$ cat config.mk
export PLATFORM = sky130hd
export DESIGN_NAME = psm_power_manager
export DESIGN_NICKNAME = d
export VERILOG_FILES = /design/src/rtl/psm_pkg.sv /design/src/rtl/psm_power_manager.sv
export SDC_FILE = /design/constraint.sdc
export NUM_CORES = 1
export LEC_CHECK = 0
export BUFFER_PORTS_ARGS = -buffer_cell sky130_fd_sc_hd__buf_2
export CAP_MARGIN = 20
export CORE_MARGIN = 10
export CORE_UTILIZATION = 35
export CTS_BUF_LIST = sky130_fd_sc_hd__clkbuf_16
export CTS_CLUSTER_DIAMETER = 200
export CTS_CLUSTER_SIZE = 14
export DETAILED_ROUTE_END_ITERATION = 10
export HOLD_SLACK_MARGIN = 0.1
export PLACE_DENSITY = 0.52
export SKIP_CTS_REPAIR_TIMING = 1
export SLEW_MARGIN = 0
export SYNTH_ARGS = -nofsm -noshare
export SYNTH_HDL_FRONTEND = slang
export SYNTH_SLANG_ARGS = --single-unit
$ cat constraint.sdc
create_clock -name clk -period 8.5 [get_ports clk]
set_input_delay 0.425 -clock clk [delete_from_list [all_inputs] [get_ports clk]]
set_output_delay 0.425 -clock clk [all_outputs]
set_load 0.03 [all_outputs]
$ cat src/rtl/psm_pkg.sv
package psm_pkg;
    // register byte offsets
    localparam logic [4:0] OFS_CTRL = 5'h00;
    localparam logic [4:0] OFS_EDPD = 5'h04;
    localparam logic [4:0] OFS_DEBUG = 5'h08;
    localparam logic [4:0] OFS_STRAP = 5'h0c;
    localparam logic [4:0] OFS_STATUS = 5'h10;
    localparam logic [4:0] OFS_EVENT = 5'h14;
    // ctrl fields
    localparam int CTRL_PD = 0;
    localparam int CTRL_ISO = 1;
    localparam int CTRL_FGIG = 2;
    // edpd fields
    localparam int EDPD_EN = 0;
    localparam int EDPD_MASK = 1;
    localparam int EDPD_TIMER = 3;
    localparam int EDPD_RND_DIS = 5;
    localparam int EDPD_PSEL_EN = 6;
    localparam int EDPD_PSEL = 7;
    // debug fields
    localparam int DBG_OVR = 0;
    localparam int DBG_SPD_PLL = 1;
    localparam int DBG_ED_PLL = 2;
    localparam int DBG_XTAL = 3;
    // strap override fields
    localparam int STRAP_DIS_MODE = 0;
    localparam int STRAP_EN_MODE = 1;
    // status fields
    localparam int ST_LOWPWR = 0;
    localparam int ST_ENERGY = 1;
    localparam int ST_COMA = 2;
    localparam int ST_PD = 3;
    localparam int ST_PLL = 4;
    localparam int ST_ICLK = 5;
    localparam int ST_TRIM = 6;
    // event fields
    localparam int EV_ENERGY = 0;
    localparam int EV_LINK = 1;
    // mode straps
    localparam logic [4:0] STRAP_SPD_PLL_ON = 5'h08;
    localparam logic [4:0] STRAP_SPD_PLL_OFF = 5'h09;
    // reset values
    localparam logic RST_PD = 1'b0;
    localparam logic RST_EDPD_EN = 1'b0;
    localparam logic RST_PLL_OFF_BITS = 1'b0;
    // smart power threshold, meters
    localparam logic [7:0] SHORT_CABLE_M = 8'h46;
    // timing
    localparam int CLK_MHZ = 250;
    localparam int EDPD_PULSE_US = 1000;
    localparam int EDPD_MASK_US = 100;
    localparam int PULSE_CYC = EDPD_PULSE_US * CLK_MHZ;
    localparam int MASK_CYC = EDPD_MASK_US * CLK_MHZ;
endpackage

$ cat src/rtl/psm_power_manager.sv
`timescale 1ns/1ps
module psm_power_manager #(
    parameter int PULSE_CYCLES = psm_pkg::PULSE_CYC,
    parameter int MASK_CYCLES = psm_pkg::MASK_CYC
) (
    input wire logic clk,
    input wire logic reset,
    input wire logic [4:0] avs_address,
    input wire logic avs_read,
    input wire logic avs_write,
    input wire logic [31:0] avs_writedata,
    output logic [31:0] avs_readdata,
    output logic avs_waitrequest,
    input wire logic coma_hold,
    input wire logic [4:0] mode_strap,
    input wire logic [3:0] energy_pairs,
    input wire logic [7:0] cable_len_m,
    input wire logic cable_len_valid,
    input wire logic link_up_in,
    input wire logic [1:0] led_req,
    input wire logic irq_req,
    output logic rx_path_enable,
    output logic tx_path_enable,
    output logic rec_clk_enable,
    output logic [1:0] led_out,
    output logic irq_out,
    output logic link_status,
    output logic link_pulse,
    output logic power_trim,
    output logic pll_enable,
    output logic crystal_enable,
    output logic int_clk_enable,
    output logic txrx_clk_enable,
    output logic mmd_access_ok,
    output logic mmd1_access_ok,
    output logic mgmt_alive,
    output logic device_reset
);
    localparam logic [27:0] PULSE_W = 28'(PULSE_CYCLES);
    localparam logic [23:0] MASK_W = 24'(MASK_CYCLES);

    // shifted interval plus jitter must fit 28 bits, four mask spans 24 bits
    generate
        if (PULSE_CYCLES < 1 || PULSE_CYCLES > 2 ** 24) begin : g_bad_pulse
            $error("psm_power_manager: pulse interval out of range");
        end
        if (MASK_CYCLES < 1 || MASK_CYCLES > 2 ** 21) begin : g_bad_mask
            $error("psm_power_manager: mask time out of range");
        end
    endgenerate

    typedef struct packed {
        logic waitreq;
        logic [31:0] rdata;
        logic strap_done;
        logic dev_rst;
        logic power_down;
        logic isolate;
        logic force_gig;
        logic edpd_en;
        logic [1:0] mask_timer;
        logic [1:0] edpd_timer;
        logic random_dis;
        logic pair_sel_en;
        logic [1:0] pair_sel;
        logic gate_override;
        logic spd_pll_disable;
        logic energy_sleep_pll_off;
        logic crystal_osc_disable;
        logic spd_pll_dis_mode;
        logic spd_pll_en_mode;
        logic [1:0] evt;
        logic energy;
        logic link_seen;
        logic xtal_locked;
        logic pll_off;
        logic [27:0] pulse_cnt;
        logic [23:0] mask_cnt;
        logic [7:0] lfsr;
        logic o_rx;
        logic o_tx;
        logic o_rclk;
        logic [1:0] o_led;
        logic o_irq;
        logic o_link;
        logic o_pulse;
        logic o_trim;
        logic o_xtal;
        logic o_iclk;
        logic o_txrx;
        logic o_mmd;
        logic o_mmd1;
        logic o_pll;
    } psm_state_t;

    psm_state_t s;
    psm_state_t n;

    // soft reset restores controls; strap override bits and lock survive
    function automatic psm_state_t psm_defaults(input psm_state_t st);
        psm_state_t d;
        d = st;
        d.power_down = st.spd_pll_dis_mode | st.spd_pll_en_mode;
        d.spd_pll_disable = st.spd_pll_dis_mode;
        d.isolate = 1'b0;
        d.force_gig = 1'b0;
        d.edpd_en = psm_pkg::RST_EDPD_EN;
        d.mask_timer = 2'h0;
        d.edpd_timer = 2'h0;
        d.random_dis = 1'b0;
        d.pair_sel_en = 1'b0;
        d.pair_sel = 2'h0;
        d.gate_override = 1'b0;
        d.energy_sleep_pll_off = psm_pkg::RST_PLL_OFF_BITS;
        d.crystal_osc_disable = 1'b0;
        d.evt = 2'h0;
        return d;
    endfunction

    // port sleeps while enabled and no partner energy is seen
    function automatic logic psm_asleep(input logic en, input logic energy);
        return en && !energy;
    endfunction

    logic [31:0] rd_val;
    logic [3:0] mon_mask;
    logic raw_energy;
    logic sleep;
    logic off_now;
    logic coma_free;
    logic [23:0] mask_target;
    logic [27:0] pulse_target;

    always_comb begin
        n = s;
        n.o_pulse = 1'b0;
        n.dev_rst = 1'b0;

        // register read image
        rd_val = 32'h0000_0000;
        unique case (avs_address)
            psm_pkg::OFS_CTRL: begin
                rd_val[psm_pkg::CTRL_PD] = s.power_down;
                rd_val[psm_pkg::CTRL_ISO] = s.isolate;
                rd_val[psm_pkg::CTRL_FGIG] = s.force_gig;
            end
            psm_pkg::OFS_EDPD: begin
                rd_val[psm_pkg::EDPD_EN] = s.edpd_en;
                rd_val[psm_pkg::EDPD_MASK +: 2] = s.mask_timer;
                rd_val[psm_pkg::EDPD_TIMER +: 2] = s.edpd_timer;
                rd_val[psm_pkg::EDPD_RND_DIS] = s.random_dis;
                rd_val[psm_pkg::EDPD_PSEL_EN] = s.pair_sel_en;
                rd_val[psm_pkg::EDPD_PSEL +: 2] = s.pair_sel;
            end
            psm_pkg::OFS_DEBUG: begin
                rd_val[psm_pkg::DBG_OVR] = s.gate_override;
                rd_val[psm_pkg::DBG_SPD_PLL] = s.spd_pll_disable;
                rd_val[psm_pkg::DBG_ED_PLL] = s.energy_sleep_pll_off;
                rd_val[psm_pkg::DBG_XTAL] = s.crystal_osc_disable;
            end
            psm_pkg::OFS_STRAP: begin
                rd_val[psm_pkg::STRAP_DIS_MODE] = s.spd_pll_dis_mode;
                rd_val[psm_pkg::STRAP_EN_MODE] = s.spd_pll_en_mode;
            end
            psm_pkg::OFS_STATUS: begin
                rd_val[psm_pkg::ST_LOWPWR] = psm_asleep(s.edpd_en, s.energy);
                rd_val[psm_pkg::ST_ENERGY] = s.energy;
                rd_val[psm_pkg::ST_COMA] = coma_hold;
                rd_val[psm_pkg::ST_PD] = s.power_down;
                rd_val[psm_pkg::ST_PLL] = ~s.pll_off;
                rd_val[psm_pkg::ST_ICLK] = s.o_iclk;
                rd_val[psm_pkg::ST_TRIM] = s.o_trim;
            end
            psm_pkg::OFS_EVENT: rd_val[1:0] = s.evt;
            default: rd_val = 32'h0000_0000;
        endcase
        // management dies with the crystal
        if (s.xtal_locked) begin
            rd_val = 32'h0000_0000;
        end

        // one wait cycle, then a single answer cycle
        if (s.waitreq) begin
            if (avs_read || avs_write) begin
                n.waitreq = 1'b0;
                n.rdata = avs_read ? rd_val : 32'h0000_0000;
            end
        end else begin
            n.waitreq = 1'b1;
            // readdata shows zero outside its answer cycle
            n.rdata = 32'h0000_0000;
            // writes before the straps land, or in a reset pulse to any word but the strap override, would be lost anyway
            if (avs_write && !s.xtal_locked && !s.dev_rst && s.strap_done) begin
                unique case (avs_address)
                    psm_pkg::OFS_CTRL: begin
                        n.power_down = avs_writedata[psm_pkg::CTRL_PD];
                        n.isolate = avs_writedata[psm_pkg::CTRL_ISO];
                        n.force_gig = avs_writedata[psm_pkg::CTRL_FGIG];
                    end
                    psm_pkg::OFS_EDPD: begin
                        n.edpd_en = avs_writedata[psm_pkg::EDPD_EN];
                        n.mask_timer = avs_writedata[psm_pkg::EDPD_MASK +: 2];
                        n.edpd_timer = avs_writedata[psm_pkg::EDPD_TIMER +: 2];
                        n.random_dis = avs_writedata[psm_pkg::EDPD_RND_DIS];
                        n.pair_sel_en = avs_writedata[psm_pkg::EDPD_PSEL_EN];
                        n.pair_sel = avs_writedata[psm_pkg::EDPD_PSEL +: 2];
                    end
                    psm_pkg::OFS_DEBUG: begin
                        n.gate_override = avs_writedata[psm_pkg::DBG_OVR];
                        n.spd_pll_disable = avs_writedata[psm_pkg::DBG_SPD_PLL];
                        n.energy_sleep_pll_off = avs_writedata[psm_pkg::DBG_ED_PLL];
                        n.crystal_osc_disable = avs_writedata[psm_pkg::DBG_XTAL];
                    end
                    psm_pkg::OFS_STRAP: begin
                        n.spd_pll_dis_mode = avs_writedata[psm_pkg::STRAP_DIS_MODE];
                        n.spd_pll_en_mode = avs_writedata[psm_pkg::STRAP_EN_MODE];
                    end
                    psm_pkg::OFS_EVENT: n.evt = s.evt & ~avs_writedata[1:0];
                    default: n.evt = n.evt;
                endcase
            end
        end

        // straps are caught one cycle after release, then loaded as defaults
        if (!s.strap_done) begin
            n.strap_done = 1'b1;
            n.spd_pll_dis_mode = (mode_strap == psm_pkg::STRAP_SPD_PLL_OFF);
            n.spd_pll_en_mode = (mode_strap == psm_pkg::STRAP_SPD_PLL_ON);
            n.dev_rst = 1'b1;
        end
        if (s.dev_rst) begin
            n = psm_defaults(n);
        end

        // energy detect pair selection
        if (!s.force_gig) begin
            mon_mask = 4'h3;
        end else if (s.pair_sel_en) begin
            mon_mask = 4'h1 << s.pair_sel;
        end else begin
            mon_mask = 4'hf;
        end
        // pair select only narrows the gigabit-forced watch
        raw_energy = |(energy_pairs & mon_mask);

        // energy must persist for the mask time before the port wakes
        mask_target = MASK_W * {22'h0, s.mask_timer} + MASK_W;
        if (!raw_energy) begin
            n.mask_cnt = 24'h00_0000;
            n.energy = 1'b0;
        end else if (s.mask_cnt + 24'h00_0001 >= mask_target) begin
            n.energy = 1'b1;
        end else begin
            n.mask_cnt = s.mask_cnt + 24'h00_0001;
        end
        // next-state view, so a pulse never meets an enabled receive path
        sleep = psm_asleep(n.edpd_en, n.energy);

        // link pulses while asleep; random jitter keeps two sleepers apart
        pulse_target = (PULSE_W << s.edpd_timer)
            + (s.random_dis ? 28'h000_0000 : {20'h0_0000, s.lfsr});
        if (!sleep || coma_hold || n.power_down) begin
            n.pulse_cnt = 28'h000_0000;
        end else if (s.pulse_cnt + 28'h000_0001 >= pulse_target) begin
            n.pulse_cnt = 28'h000_0000;
            n.o_pulse = 1'b1;
            n.lfsr = {s.lfsr[6:0], s.lfsr[7] ^ s.lfsr[5] ^ s.lfsr[4] ^ s.lfsr[3]};
        end else begin
            n.pulse_cnt = s.pulse_cnt + 28'h000_0001;
        end

        // events; a new event beats a same-cycle clear
        coma_free = !coma_hold;
        if (coma_free && s.edpd_en && (n.energy != s.energy)) begin
            n.evt[psm_pkg::EV_ENERGY] = 1'b1;
        end
        if (coma_free && (link_up_in != s.link_seen)) begin
            n.evt[psm_pkg::EV_LINK] = 1'b1;
        end
        n.link_seen = coma_free ? link_up_in : s.link_seen;

        // pll off in either low-power state; its release resets the device
        off_now = (n.power_down && n.spd_pll_disable)
            || (sleep && n.energy_sleep_pll_off);
        n.pll_off = off_now;
        n.o_pll = !off_now;
        // clearing the pll-off bit mid-sleep takes this same reset path
        if (s.pll_off && !off_now) begin
            n.dev_rst = 1'b1;
        end

        // sticky: only the pin reset clears the lock
        if (s.power_down && s.crystal_osc_disable && s.strap_done) begin
            n.xtal_locked = 1'b1;
        end

        // output images
        n.o_rx = coma_free && !n.power_down && !sleep;
        n.o_tx = coma_free && !n.power_down;
        n.o_rclk = n.o_rx;
        n.o_led = (coma_free && !n.power_down && !n.isolate) ? led_req : 2'h0;
        n.o_irq = coma_free && irq_req;
        n.o_link = coma_free && link_up_in && !sleep;
        n.o_trim = cable_len_valid && (cable_len_m < psm_pkg::SHORT_CABLE_M);
        n.o_xtal = !n.xtal_locked;
        n.o_iclk = !n.power_down || n.gate_override;
        n.o_txrx = coma_free && !n.isolate
            && (!n.power_down || n.gate_override);
        n.o_mmd = !n.xtal_locked && (!n.power_down || n.gate_override);
        n.o_mmd1 = !n.xtal_locked && !n.power_down;
    end

    always_ff @(posedge clk or posedge reset) begin
        if (reset) begin
            // internal clock, pll, crystal and management wake running so software can reach the part
            s <= '0;
            s.waitreq <= 1'b1;
            s.power_down <= psm_pkg::RST_PD;
            s.lfsr <= 8'h01;
            s.o_xtal <= 1'b1;
            s.o_iclk <= 1'b1;
            s.o_mmd <= 1'b1;
            s.o_mmd1 <= 1'b1;
            s.o_pll <= 1'b1;
        end else begin
            s <= n;
        end
    end

    // every pin is a register field; no logic after the flops
    assign avs_readdata = s.rdata;
    assign avs_waitrequest = s.waitreq;
    assign rx_path_enable = s.o_rx;
    assign tx_path_enable = s.o_tx;
    assign rec_clk_enable = s.o_rclk;
    assign led_out = s.o_led;
    assign irq_out = s.o_irq;
    assign link_status = s.o_link;
    assign link_pulse = s.o_pulse;
    assign power_trim = s.o_trim;
    assign pll_enable = s.o_pll;
    assign crystal_enable = s.o_xtal;
    assign int_clk_enable = s.o_iclk;
    assign txrx_clk_enable = s.o_txrx;
    assign mmd_access_ok = s.o_mmd;
    assign mmd1_access_ok = s.o_mmd1;
    assign mgmt_alive = s.o_xtal;
    assign device_reset = s.dev_rst;
endmodule

==> impl_metrics.csv <==
group,metric,value,unit
logic_synthesis,ys_ff_latch,110,
global_route,overflow,0,
pwr,p_comb_share,10.1,%
cells_and_area,final_core_util,39.1,%
place,routabilityCongestion,0.815,
clock_network,cts_tree,"yes",
logic_synthesis,synth_common_cells,"dfrtp_1, nand2_1, ha_1, nor2_1, buf_4",
sta,slew_headroom,34.6,%
sta,worstMarginPinSlew,0.979,ns
pwr,vdd_drop_max,0.101,mV
drt,dr.first_iter.drc_count,186,
run,maxCapViolCount,0,
cells_and_area,final_area,7860,um2
sta,min_period_over_period,61.5,%
global_route,grt_pass1_vias,5263,
drt,viasPerCell,4.91,
logic_synthesis,yosysMostFrequentCell,"dfrtp_1",
pwr,power,1.09,mW
sta,rsz0062_at_grt,"false",
critical_path,critical_path_class,"reg2reg",
sta,finalSetupViolCount,0,
clock_network,cts_buffer_depth,2,
floorplanning,rows,52,
place,dp_hpwl,12100,um
critical_path,arrival,5.48,ns
drt,drc_errors,0,
cells_and_area,nFillCells,2044,
critical_path,required,8.75,ns
sta,clock_skew,0.0134,ns
place,placed_area,7570,um2
sta,tns,0,ns
clock_network,path_clk_slew,0.08,ns
floorplanning,io_pins,114,
clock_network,clkLatencyLatePin,0.36,ns
place,pre_cts_slack,3.27,ns
pwr,power_density,139,nW/um2
global_route,antenna_found_initial,0,
critical_path,crit_fanout,22,
place,place_inst,1030,
cells_and_area,area_delta_synth_final,10.3,%
logic_synthesis,synth_area_leaders,"dfrtp_1, ha_1, xnor2_1",
pwr,clkPwrFrac,38.7,%
sta,timing.hold.ws,0.217,ns
drt,ant_nets,0,
sta,slew_viol_final,0,
cells_and_area,fin_cells,1046,
critical_path,rr_worst_depth,14,
logic_synthesis,netlist.area_leader.share,36.2,%
cells_and_area,diodes,0,
critical_path,worstReg2RegStart,"s[47]",
min_path,min-delay-path-class,"in2async",
global_route,grt_use_total,12.5,%
floorplanning,core-area,20100,um2
logic_synthesis,synth_area_leader_cell,"dfrtp_1",
cells_and_area,largest-register,"s",
sta,fmaxAchievable,0.191,GHz
drt,routed_wl,16300,um
pwr,power.leakage,3.55,nW
critical_path,worst_setup_path_end_kind,"flip-flop",
clock_network,htreeDepth,3,
logic_synthesis,yosys_warnings,0,
sta,final-hold-violation-count,0,
critical_path,reg2reg_slack,3.27,ns
global_route,grt_pass1_wl,27200,um
clock_network,cts_root_buffer,"clkbuf_16",
cells_and_area,largest_register_ffs,85,
logic_synthesis,ys_types,69,
floorplanning,start_util,35.4,%
drt,first_pass_iters,4,
logic_synthesis,synth_area,7130,um2
logic_synthesis,synth-edff-count,0,
drt,vias,5138,
pwr,p_sw_share,28.3,%
pwr,p_sw,0.308,mW
logic_synthesis,synthArstFlopShare,100,%
place,io_buffers,66,
logic_synthesis,synth_flop_cell,"dfrtp_1",
drt,wl_per_cell,15.6,um
sta,fin_crit,5.23,ns
pwr,cell_internal_pwr,0.781,mW
critical_path,r2r-end,"s[18]",
cells_and_area,nets,888,
clock_network,clock-sinks,110,
floorplanning,die_h,163,um
status,status,"complete, no violations",
cells_and_area,drive_above_1_share,18.3,%
pwr,power.share.sequential,51.2,%
logic_synthesis,avgSynthCellArea,9.93,um2
floorplanning,die_w,163,um
logic_synthesis,syn_inst,718,
clock_network,cts_inserted_buffers,9,
global_route,grt_max_degree,59,
logic_synthesis,ys_seq_area_share,38.7,%
critical_path,critPathLaunchType,"flip-flop",
sta,timing.final.ws_setup,3.27,ns
floorplanning,die-area,26500,um2
per-layer routing:
metal	part of all wire [%]	routed length [um]	track usage [%]	up-vias
li1	-	-	-	2599
met1	49	7910	16.8	2449
met2	46	7560	19.9	77
met3	3.8	625	2.38	13
met4	1.2	200	3.69	0
met5	0	0	0	-
power groups by stage:
| stage | combinational (mW) | clock (mW) | sequential, mW |
|---|---|---|---|
| global placement | 0.111 | 0 | 0.568 |
| detailed placement | 0.111 | 0 | 0.568 |
| CTS | 0.112 | 0.440 | 0.558 |
| global route | 0.124 | 0.454 | 0.562 |
| floorplan | 0.0825 | 0 | 0.571 |
| finish | 0.110 | 0.421 | 0.558 |
critical path: stages (launching register included):
cell	delay [ns]
dfrtp_1	0.44
ha_1	0.24
nand4_1	0.28
nor4_1	0.77
nand2_1	0.15
xnor2_1	0.18
ha_1	0.22
a211oi_1	0.18
o211ai_1	0.15
or4_1	0.49
a41o_1	0.25
nand4_1	0.09
nand4_2	0.76
nand4_4	0.57
mux2_1	0.35
layout make-up:
class	count	area, um2	area share (%)
Tap cell	270	338	4.30
Inverter	28	108	1.37
Sequential cell	110	2760	35.1
Clock buffer	9	225	2.87
Multi-Input combinational cell	550	3990	50.7
Clock inverter	7	66.3	0.844
Timing Repair Buffer	72	375	4.78
cells by family (layout without fill, tap and decap cells):
| logic type | after synthesis | after routing | share of synthesized area, % |
|---|---|---|---|
| muxes | 28 | 28 | 4.56 |
| adders and majority gates | 53 | 53 | 9.41 |
| AOI/OAI and AO/OA | 106 | 106 | 9.94 |
| DFF | 110 | 110 | 38.7 |
| xor gates and xnor gates | 58 | 58 | 7.13 |
| buffers and inverters | 87 | 116 | 6.93 |
| and+or+nand+nor | 274 | 274 | 23.2 |
| other | 2 | 31 | 0.105 |
placed cells by master, fill, tap and decap left out, types with 4 or more instances in the layout:
master     netlist  routed
a211oi_1         6       6
a21o_1           4       4
a21oi_1         28      28
a22o_1           6       6
a31oi_1          4       4
and2_1          10      10
and4_1           8       8
buf_2            8      66
buf_4           36       6
clkbuf_16        0       9
conb_1           2      31
dfrtp_1        103     103
dfstp_2          7       7
ha_1            52      52
inv_1           27      26
mux2_2           7       7
mux2_4           7       7
mux2i_1         13      13
nand2_1         65      65
nand2b_1         9       9
nand3_1         24      24
nand4_1         12      12
nor2_1          47      47
nor2b_1         12      12
nor3_1          19      19
nor3b_1          6       6
nor4_1           7       7
nor4b_2         18      18
o21ai_0         26      26
o31ai_1          6       5
or3_1           12      12
xnor2_1         35      35
xor2_1          23      23
how the worst max path moves through the flow:
| stage | cells after the start | to | slack (ns) | from |
|---|---|---|---|---|
| 2_1_floorplan | 16 | s[18] | 4.73 | s[92] |
| 3_3_place_gp | 14 | s[18] | 3.28 | s[47] |
| 3_5_place_dp | 14 | s[18] | 3.27 | s[47] |
| 4_1_cts | 14 | s[18] | 3.24 | s[47] |
| 5_1_grt | 14 | s[18] | 2.90 | s[47] |
| 6_report | 14 | s[18] | 3.27 | s[47] |
(Power assumes the default switching activity.)
